File: src/rtl/dmr_pkg.sv
package dmr_pkg;

  // ************************************************************
  // Timing
  // ************************************************************
  localparam int CLOCK_PERIOD_NS = 10;
  localparam int GRANT_SETTLE_NS = 100;
  // Least time, rounded up, never below one cycle
  localparam int GRANT_SETTLE_CYCLES_RAW =
      (GRANT_SETTLE_NS + CLOCK_PERIOD_NS - 1) / CLOCK_PERIOD_NS;
  localparam int GRANT_SETTLE_CYCLES =
      (GRANT_SETTLE_CYCLES_RAW < 1) ? 1 : GRANT_SETTLE_CYCLES_RAW;
  localparam int SETTLE_W = 4;

  // ************************************************************
  // Per-bus line groups
  // ************************************************************
  typedef struct packed {
    logic dma_grant_line;
    logic bus_busy_line;
    logic slave_sync_line;
  } dmr_bus_in_t;

  typedef struct packed {
    logic dma_request_line;
    logic selection_acknowledge;
    logic bus_busy_line;
    logic dma_grant_out;
  } dmr_bus_out_t;

  localparam dmr_bus_out_t BUS_OUT_RESET = '0;

  // ************************************************************
  // Requester states
  // ************************************************************
  typedef enum logic [1:0] {
    ST_IDLE = 2'b00,
    ST_SETTLE = 2'b01,
    ST_ACK = 2'b11,
    ST_MASTER = 2'b10
  } dmr_state_t;

endpackage : dmr_pkg

File: src/rtl/dmr_requester.sv
`timescale 1ns/1ps
module dmr_requester
  import dmr_pkg::*;
#(
  parameter int SETTLE_CYCLES = GRANT_SETTLE_CYCLES
) (
  input wire logic clock,
  input wire logic rst,
  input wire logic clock_enable,
  input wire logic data_request,
  input wire logic transfer_release,
  input wire logic second_bus_selected,
  input wire logic acknowledge_clear_enable,
  input wire logic transfer_start_clear,
  input wire logic controller_clear,
  input wire dmr_pkg::dmr_bus_in_t bus_a_in,
  input wire dmr_pkg::dmr_bus_in_t bus_b_in,
  output dmr_pkg::dmr_bus_out_t bus_a_out,
  output dmr_pkg::dmr_bus_out_t bus_b_out,
  output logic dma_mastership_active
);
  import dmr_pkg::*;

  // ************************************************************
  // Shared state
  // ************************************************************
  // Index 0 is bus A, index 1 is bus B
  localparam int N_BUS = 2;

  logic ack;
  logic busy;
  logic master_q;
  logic [SETTLE_W-1:0] settle;
  logic [N_BUS-1:0] grant_in;
  logic [N_BUS-1:0] busy_in;
  logic [N_BUS-1:0] sync_in;
  logic [N_BUS-1:0] grant_q;
  logic [N_BUS-1:0] pass;
  logic [N_BUS-1:0] pass_set;
  logic [N_BUS-1:0] bus_sel;
  dmr_bus_out_t next_out [N_BUS];
  dmr_bus_out_t out_q [N_BUS];

  // ************************************************************
  // Qualification
  // ************************************************************
  wire clear_all = controller_clear | transfer_start_clear;
  wire hold = rst | (clock_enable & clear_all);
  wire request_qual = data_request & ~transfer_release;
  wire requesting = request_qual & ~ack & ~busy;

  // ************************************************************
  // Line taps
  // ************************************************************
  assign grant_in[0] = bus_a_in.dma_grant_line;
  assign grant_in[1] = bus_b_in.dma_grant_line;
  assign busy_in[0] = bus_a_in.bus_busy_line;
  assign busy_in[1] = bus_b_in.bus_busy_line;
  assign sync_in[0] = bus_a_in.slave_sync_line;
  assign sync_in[1] = bus_b_in.slave_sync_line;
  assign bus_sel[0] = ~second_bus_selected;
  assign bus_sel[1] = second_bus_selected;

  // ************************************************************
  // Selector onto the chosen bus lines
  // ************************************************************
  wire sel_idx = second_bus_selected;
  wire sel_grant = grant_in[sel_idx];
  wire sel_busy = busy_in[sel_idx];
  wire sel_sync = sync_in[sel_idx];
  wire sel_pass = pass[sel_idx];
  wire sel_grant_rise = sel_grant & ~grant_q[sel_idx];
  wire settle_done = (settle == SETTLE_W'(SETTLE_CYCLES));
  wire settle_run = (settle != '0) & ~settle_done;
  // Settle count stands in for the delay, so the pass flop decides first
  wire ack_set = settle_done & sel_grant & ~sel_pass & ~ack;
  wire busy_set = ack & ~busy & ~sel_grant & ~sel_busy & ~sel_sync;
  wire ack_clr = acknowledge_clear_enable & busy;
  wire next_master = busy & ~transfer_release;

  // ************************************************************
  // Per-bus grant pass-through and line drivers
  // ************************************************************
  for (genvar b = 0; b < N_BUS; b++) begin : g_bus
    // Grant passes when the bus is not ours or nothing is wanted
    assign pass_set[b] = grant_in[b] & ~grant_q[b] & (~bus_sel[b] | ~requesting);
    assign next_out[b].dma_request_line = requesting & bus_sel[b];
    assign next_out[b].selection_acknowledge = ack & bus_sel[b];
    assign next_out[b].bus_busy_line = busy & bus_sel[b];
    assign next_out[b].dma_grant_out = pass[b];

    always_ff @(posedge clock) begin
      if (hold) begin
        grant_q[b] <= 1'b0;
        pass[b] <= 1'b0;
        out_q[b] <= BUS_OUT_RESET;
      end else if (clock_enable) begin
        grant_q[b] <= grant_in[b];
        out_q[b] <= next_out[b];
        // Removed grant always wins, so pass clears on the first enabled edge after the grant drops
        if (!grant_in[b]) begin
          pass[b] <= 1'b0;
        end else if (pass_set[b]) begin
          pass[b] <= 1'b1;
        end
      end
    end
  end

  // ************************************************************
  // Grant settle counter
  // ************************************************************
  always_ff @(posedge clock) begin
    if (hold) begin
      settle <= '0;
    end else if (clock_enable) begin
      if (!sel_grant) begin
        settle <= '0;
      end else if (sel_grant_rise) begin
        settle <= SETTLE_W'(1);
      end else if (settle_run) begin
        settle <= settle + SETTLE_W'(1);
      end
    end
  end

  // ************************************************************
  // Acknowledge flip-flop
  // ************************************************************
  // Set beats clear; both cannot meet while busy is still low
  always_ff @(posedge clock) begin
    if (hold) begin
      ack <= 1'b0;
    end else if (clock_enable) begin
      if (ack_set) begin
        ack <= 1'b1;
      end else if (ack_clr) begin
        ack <= 1'b0;
      end
    end
  end

  // ************************************************************
  // Bus busy flip-flop
  // ************************************************************
  // Release beats a fresh set; with acknowledge_clear_enable low, ack stays set and busy sets again once release drops
  always_ff @(posedge clock) begin
    if (hold) begin
      busy <= 1'b0;
    end else if (clock_enable) begin
      if (transfer_release) begin
        busy <= 1'b0;
      end else if (busy_set) begin
        busy <= 1'b1;
      end
    end
  end

  // ************************************************************
  // Mastership indication
  // ************************************************************
  always_ff @(posedge clock) begin
    if (hold) begin
      master_q <= 1'b0;
    end else if (clock_enable) begin
      master_q <= next_master;
    end
  end

  // ************************************************************
  // Outputs
  // ************************************************************
  assign bus_a_out = out_q[0];
  assign bus_b_out = out_q[1];
  assign dma_mastership_active = master_q;

endmodule : dmr_requester

File: config.mk
export PLATFORM = sky130hd
export DESIGN_NAME = dmr_requester
export DESIGN_NICKNAME = d
export VERILOG_FILES = /design/src/rtl/dmr_pkg.sv /design/src/rtl/dmr_requester.sv
export SDC_FILE = /design/constraint.sdc
export NUM_CORES = 1
export LEC_CHECK = 0
export BUFFER_PORTS_ARGS = -buffer_cell sky130_fd_sc_hd__buf_2
export CORE_UTILIZATION = 50
export CTS_CLUSTER_SIZE = 10
export DETAILED_ROUTE_END_ITERATION = 8
export GPL_ROUTABILITY_DRIVEN = 1
export PLACE_DENSITY = 0.76
export SLEW_MARGIN = 10
export SYNTH_ARGS = -nofsm -noshare
export SYNTH_HDL_FRONTEND = slang
export SYNTH_SLANG_ARGS = --single-unit
File: constraint.sdc
create_clock -name clock -period 1.6 [get_ports clock]
set_input_delay 0.32 -clock clock [delete_from_list [all_inputs] [get_ports clock]]
set_output_delay 0.32 -clock clock [all_outputs]
set_load 0.005 [all_outputs]
[Yosys cells after proc, flatten, opt, wreduce, memory -nomap -nowiden]
Memories as Yosys holds them, arrays and structs flattened.
Index checks and enable logic that the tools add are counted.
Word-level totals
  word-level logic and storage cells: 95
  memories kept: 1
  output and inout bits: 9
  input port bits: 15
  register bits: 11
  RAM bits: 8
Memories
  out_q: words 2, bits a word 4, read ports 2, clocked after memory_dff 0, wr ports 2, RTL line dmr_requester.sv:42  | dmr_bus_out_t out_q [N_BUS];
Operators by class
  reductions and logical operators: 8
  bitwise logic cells: 44
  magnitude comparators: 1
  mux-type cells: 28
  $add $sub $neg: 1
  equal/unequal tests: 4
Operator list (number)
  $and A1 B1 Y1: 25
  $mux W1: 23
  $mux W4: 5
  $not A1 Y1: 13
  $reduce_and A2 Y1: 5
  $or A1 B1 Y1: 6
  $add A4 B1 Y4 const B: 1
  $eq A4 B4 Y1 const B: 1
  $ne A2 B1 Y1 const B: 2
  $reduce_bool A2 Y1: 2
  $reduce_bool A4 Y1: 1
  $ne A3 B1 Y1 const B: 1
  $lt A1 B2 Y1 const B: 1

[Longest topological paths before layout]
Gate-level depths: netlist of run 1.
  depth after elaboration: 9
  mapped depth: 6
  gate-level depth less buffers: 6

[Least setup slack after synthesis of run 1]
OpenSTA, ideal clock, no wires.
  kind: register to register
  start point: register settle[0]
  end point: register settle[0]
  data arrival time: 1.368 ns
  required time: 1.542 ns
  path slack: 0.174 ns
  clock period less this slack: 1.426 ns
  stages on the path, launching flop included: 7
  buffers on the path: 0
  library setup time: 0.058 ns
  cells stage by stage: dfxtp_1 inv_1 ha_1 mux2i_1 a211oi_1 a2111oi_0 o21a_1
On the way
  cells in the longest elaborated chain, start to end: 5
  elaborated cells on any way between the ends: 10
  classes of those cells: add/sub: 1; eq/ne: 2; mux: 3; bitwise: 2; reduce/logical: 2
Ends and longest elaborated chain
  start, declared: RTL line dmr_requester.sv:33  | logic [SETTLE_W-1:0] settle;
  start signal, assigned: RTL line dmr_requester.sv:122  | settle <= settle + SETTLE_W'(1);
  branches (longest 5 deep; another with $add A4 B1 Y4)
Several ways; the timed one is not identified. The select of a mux whose other input is x is not followed.
A chain may end at the register's enable or synchronous reset.

[Worst setup path after layout of run 1]
  start point: register settle[1]
  end point: register settle[0]
On the way
  cells in the longest elaborated chain, start to end: 5
  elaborated cells on any way between the ends: 6
  classes of those cells: eq/ne: 2; bitwise: 2; reduce/logical: 2
Ends and longest elaborated chain
  $eq A4 B4 Y1: RTL line dmr_requester.sv:73  | wire settle_done = (settle == SETTLE_W'(SETTLE_CYCLES));
  $not A1 Y1: RTL line dmr_requester.sv:74  | wire settle_run = (settle != '0) & ~settle_done;
  $and A1 B1 Y1 *: RTL line dmr_requester.sv:74
  $ne A3 B1 Y1 (no line) *
  $reduce_and A2 Y1 (no line) *
Every way passes the cells marked *; elsewhere a longest branch is shown, timed or not.

==> results of run 1 <==
==> state kept, by name, indices dropped and copies added, names as in the netlist <==
name                   count
busy                       1
ack                        1
next_out                   2
settle                     4
grant_q                    2
dma_mastership_active      1
out_q                      8
==> stage by stage <==
stage	cell area, µm²	hold WS [ps]
after global routing	1140	316
after floorplan	955	456
after detailed placement	1100	496
after global placement	1100	477
final	1140	299
after CTS	1120	300
==> cell type report <==
cell class / count / share of cell area, %
Clock buffer: 3 / 1.97
Clock inverter: 1 / 0.439
Inverter: 6 / 1.97
Multi-Input combinational cell: 68 / 39.8
Sequential cell: 19 / 40.4
Tap cell: 25 / 2.74
Timing Repair Buffer: 27 / 12.7
==> cells by family after synthesis <==
kind of cell	synth area share (%)
buffers and inverters	5.90
AO/OA/AOI/OAI	16.5
XOR/XNOR	1.84
adder cells (fa/ha/maj)	3.93
flip-flops	48.2
AND/OR/NAND/NOR	20.3
multiplexers	3.28
==> cells in the mapped netlist, drive strengths merged (2+ instances only) <==
cell	instances
buf	3
a211oi	2
edfxtp	8
nor2	8
nand2	11
nor3	5
a2111oi	2
mux2i	2
xor2	2
or2	3
inv	6
a31oi	3
a21oi	4
dfxtp	11
nor2b	2
o21a	5
a21boi	2
ha	3
==> where the power goes <==
group          internal (mW)  switching, mW  total (mW)
Sequential             0.519        0.00690       0.526
Clock                 0.0934          0.156       0.249
Combinational         0.0488         0.0598       0.109
==> metal layers <==
layer | wire, µm | track usage [%] | vias up
met1 | 838 | 22.8 | 391
met5 | 0 | 0 | -
li1 | - | - | 407
met2 | 988 | 39.7 | 25
met3 | 82 | 3.57 | 5
met4 | 40 | 10.6 | 0
==> worst min path at each step <==
stage,slack [ps],end,from,cells past startpoint
global route,320,settle[2],rst,2
finish,300,settle[2],rst,2
detailed placement,500,next_out[0],next_out[0],2
global placement,480,next_out[0],next_out[0],2
CTS,300,busy,rst,2
floorplan,460,next_out[4],next_out[4],1
==> what timing repair did <==
action | 4_1_cts | 5_1_grt
endpoints found under the setup margin | 0 | 3
resized for setup | 0 | 5
setup buffers | 0 | 0
==> critical path, cell delays in order, from the launching register on <==
cell and delay [ps]:
dfxtp_1 400, inv_1 60, ha_1 190, mux2i_2 220
a211oi_2 110, a2111oi_1 270, o21a_1 170
==> impl_metrics.csv, run 1 <==
group,metric,value,unit
synth,synthCells,97,
setup_path,endpoint_kind,"flip-flop",
floorplan,die_w,45.7,µm
final_layout,regArea,460,µm²
sta,layout_min_cycle_time,1470,ps
sta,worst_pin_slew,312,ps
synth,yosys.area.top_type,"edfxtp_1",
synth,ys_types,35,
sta,rsz0062_at_grt,"false",
setup_path,r2r_slack,130,ps
final_layout,antenna_cells,0,
final_layout,final_cell_mix,"23 x buf_2, 11 x nand2_1, 11 x dfxtp_1",
clock_network,clockBufferDepth,2,
clock_network,cts_root_buffer,"clkbuf_4",
synth,async_flop_share,0,%
synth,yosysSeqAreaShare,48.2,%
placed_design,io_buffer_count,23,
synth,synth-main-ff-cell,"dfxtp_1",
synth,synth_nets,115,
sta,slew_viol_final,0,
setup_path,path_max_fanout,5,
setup_path,worstSetupStartpoint,"settle[1]",
setup_path,worstSetupPathType,"reg2reg",
floorplan,dieArea,0.00209,mm²
pwr,vdd_ir_drop_max,0.437,mV
synth,synth-edff-count,8,
setup_path,cp-start-kind,"flip-flop",
setup_path,r2r-end,"settle[0]",
synth,syn_area,955,µm²
floorplan,die_y,45.7,µm
route,ant_nets,0,
sta,setup_slack,134,ps
final_layout,multi_input_area,454,µm²
final_layout,layout.cells.non_filler,149,
floorplan,start_util,54.1,%
setup_path,reg2reg_from,"settle[1]",
status,status,"complete, no violations",
clock_network,ctsHtreeMaxLevel,1,
sta,fin_skew,1.87,ps
placed_design,dp_cells,145,
final_layout,utilization,64.7,%
synth,synth.top_cell.area_share,25.2,%
route,wl,1.95,mm
final_layout,drive_above_1_share,31.5,%
grt,grt_usage,21.3,%
grt,grt_max_degree,14,
flow_run,maxCapViolCount,0,
route,vias,828,
clock_network,tritoncts,"built",
placed_design,dpl.hpwl,1.49,mm
worst_hold_path,hold_path_class,"in2reg",
grt,grt_pass1_vias,773,
grt,grt_pass1_wl,3.10,mm
route,via_per_inst,5.56,
sta,fin_tns_setup,0,ps
clock_network,ctsHoldBuffers,0,
clock_network,clk_latency,300,ps
pwr,p_total,884,µW
floorplan,core_area,0.00176,mm²
route,route.detailed.drc,0,
setup_path,crit_arrival,1720,ps
synth,ys_ff_latch,19,
synth,ys_warn_count,0,
floorplan,ioPinCount,24,
clock_network,clk_pin_slew_worst_paths,110,ps
synth,synth_area_per_cell,9.84,µm²
final_layout,layout_commonest_cell,"buf_2",
placed_design,place_congestion,0.774,
sta,max_freq,682,MHz
route,first_pass_iters,4,
grt,antenna_found_initial,0,
setup_path,ff2ff_path_depth,6,
final_layout,final_nets,143,
floorplan,rows,15,
final_layout,areaGrowthSynthToFinish,19.5,%
placed_design,dp_slack,70.1,ps
grt,grt_overflow,0,
sta,setup_viol,0,
final_layout,nFillCells,169,
synth,synth.area.top_cells,"edfxtp_1 25%, dfxtp_1 23%, nand2_1 4.3%",
pwr,cellPowerDensity,774,mW/mm²
sta,finalCritPeriodShare,91.6,%
setup_path,crit_required,1860,ps
setup_path,endpoint,"settle[0]",
route,drt-initial-drc-count,19,
pwr,p_leak,0.469,nW
clock_network,cts_buffers,3,
sta,hold_violations,0,
sta,slew_headroom,78.9,%
clock_network,cts_sinks,19,
route,wire_per_inst,13.1,µm
No activity file was read; power rests on OpenSTA's default activity.
==> inputs of run 2 (changes only) <==
Settings changed: CORE_UTILIZATION 50 to 51, PLACE_DENSITY 0.76 to 0.77.
==> impl_metrics.csv, run 2 (synthesized netlist as in run 1, its figures left out) <==
group,metric,value,unit
sta,finalCritPeriodShare,94.1,%
clock_network,clk_pin_slew_worst_paths,120,ps
route,drt-initial-drc-count,23,
final_layout,fin_area,0.00113,mm²
setup_path,cpLargestDelayFamily,"compound AO/OA/AOI/OAI gates",
pwr,cellPowerDensity,782,mW/mm²
clock_network,cts_sinks,19,
pwr,vdd_ir_drop_max,0.389,mV
route,ant_nets,0,
floorplan,ioPinCount,24,
final_layout,layout_commonest_cell,"buf_2",
placed_design,place_congestion,0.836,
final_layout,areaGrowthSynthToFinish,18.0,%
route,wl,1.95,mm
setup_path,crit_required,1860,ps
floorplan,die_y,45.3,µm
final_layout,reg_top3,"out_q: 8 flops, settle: 4 flops",
setup_path,crit_arrival,1760,ps
pwr,p_total,881,µW
route,wire_per_inst,13.3,µm
route,via_per_inst,5.52,
sta,fin_skew,7.75,ps
floorplan,die_w,45.3,µm
worst_hold_path,hold_path_class,"in2reg",
placed_design,place_area,0.00108,mm²
sta,fin_tns_setup,0,ps
final_layout,layout.cells.non_filler,147,
sta,hold_violations,0,
final_layout,antenna_cells,0,
route,route.detailed.drc,0,
setup_path,r2r_slack,90,ps
floorplan,start_util,54.7,%
setup_path,slowest_stage,"dfxtp_1",
grt,grt_overflow,0,
setup_path,path_max_fanout,4,
final_layout,final_cell_mix,"23 x buf_2, 11 x nand2_1, 10 x dfxtp_1",
setup_path,worstSetupStartpoint,"settle[0]",
worst_hold_path,hold_start,"rst",
clock_network,cts_setup_buffers,0,
final_layout,largest_register_ff_count,8,
clock_network,tritoncts,"built",
flow_run,maxCapViolCount,0,
floorplan,rows,15,
final_layout,drive_above_1_share,31.1,%
floorplan,dieArea,0.00205,mm²
grt,grt_pass1_vias,735,
pwr,p_leak,0.460,nW
setup_path,cpPeakStageDelay,360,ps
grt,grt_pass1_wl,2.90,mm
placed_design,dp_cells,143,
sta,layout_min_cycle_time,1510,ps
status,status,"complete, no violations",
setup_path,reg2reg_from,"settle[0]",
route,first_pass_iters,4,
sta,slew_headroom,74.0,%
floorplan,core_area,0.00175,mm²
final_layout,nFillCells,156,
sta,setup_slack,94.2,ps
sta,worst_pin_slew,385,ps
grt,antenna_found_initial,0,
sta,max_freq,664,MHz
sta,setup_viol,0,
grt,grt_usage,20.0,%
setup_path,endpoint_kind,"flip-flop",
setup_path,worstSetupPathType,"reg2reg",
final_layout,regMostFlops,"out_q",
clock_network,ctsHtreeMaxLevel,1,
setup_path,cp-start-kind,"flip-flop",
placed_design,dpl.hpwl,1.48,mm
clock_network,cts_buffers,3,
route,vias,811,
clock_network,clk_latency,300,ps
final_layout,final_nets,141,
placed_design,io_buffer_count,23,
setup_path,cp_num_buf_inv,1,
grt,grt_max_degree,14,
sta,slew_viol_final,0,
placed_design,dp_slack,59.4,ps
setup_path,path_cells,"inv_1, ha_1, mux2i_2, a211oi_2, a2111oi_2, o21a_1",
clock_network,clockBufferDepth,2,
clock_network,cts_root_buffer,"clkbuf_4",
==> run 2: cell types whose count changed in the layout (fill, tap and decap cells not counted), sizes merged <==
| cell | before | now |
|---|---|---|
| buf | 27 | 25 |
==> run 2: through the flow <==
| stage | hold WS, ps | utilization, % |
|---|---|---|
| 4_1_cts | 300 | 63.6 |
| 2_1_floorplan | 456 | - |
| 3_5_place_dp | 493 | 62.0 |
| 6_report | 302 | 64.5 |
| 5_1_grt | 311 | 64.5 |
| 3_3_place_gp | 476 | 62.0 |
==> run 2: per-layer routing <==
metal	up-vias	wire, µm	track usage, %
met5	-	0	0
met4	0	35	10.9
met3	4	105	4.40
met2	35	986	35.4
met1	373	824	22.1
li1	399	-	-
==> run 2: final cells by class <==
class	instances	area [µm²]	area share [%]
Clock buffer	3	22.5	2.00
Multi-Input combinational cell	68	453	40.2
Inverter	6	22.5	2.00
Tap cell	25	31.3	2.78
Sequential cell	19	462	41.0
Timing Repair Buffer	25	130	11.6
Clock inverter	1	5.00	0.444
==> run 2: repair_timing <==
| action | 4_1_cts | 5_1_grt |
|---|---|---|
| hold endpoints to repair | 0 | 0 |
| gates resized for setup | 0 | 5 |
| hold buffers | 0 | 0 |
| setup endpoints to repair | 0 | 2 |
==> run 2: power breakdown <==
part           switching, mW  total (mW)  internal (mW)
clock                  0.154       0.247         0.0932
sequential           0.00687       0.526          0.519
combinational         0.0600       0.108         0.0477
==> run 2: worst paths after layout <==
kind | endpoint | cells past startpoint
worst max-delay path | settle[0] | 6
worst min-delay path | settle[3] | 2
worst max register to register | settle[0] | 6
worst min register to register | next_out[4] | 1
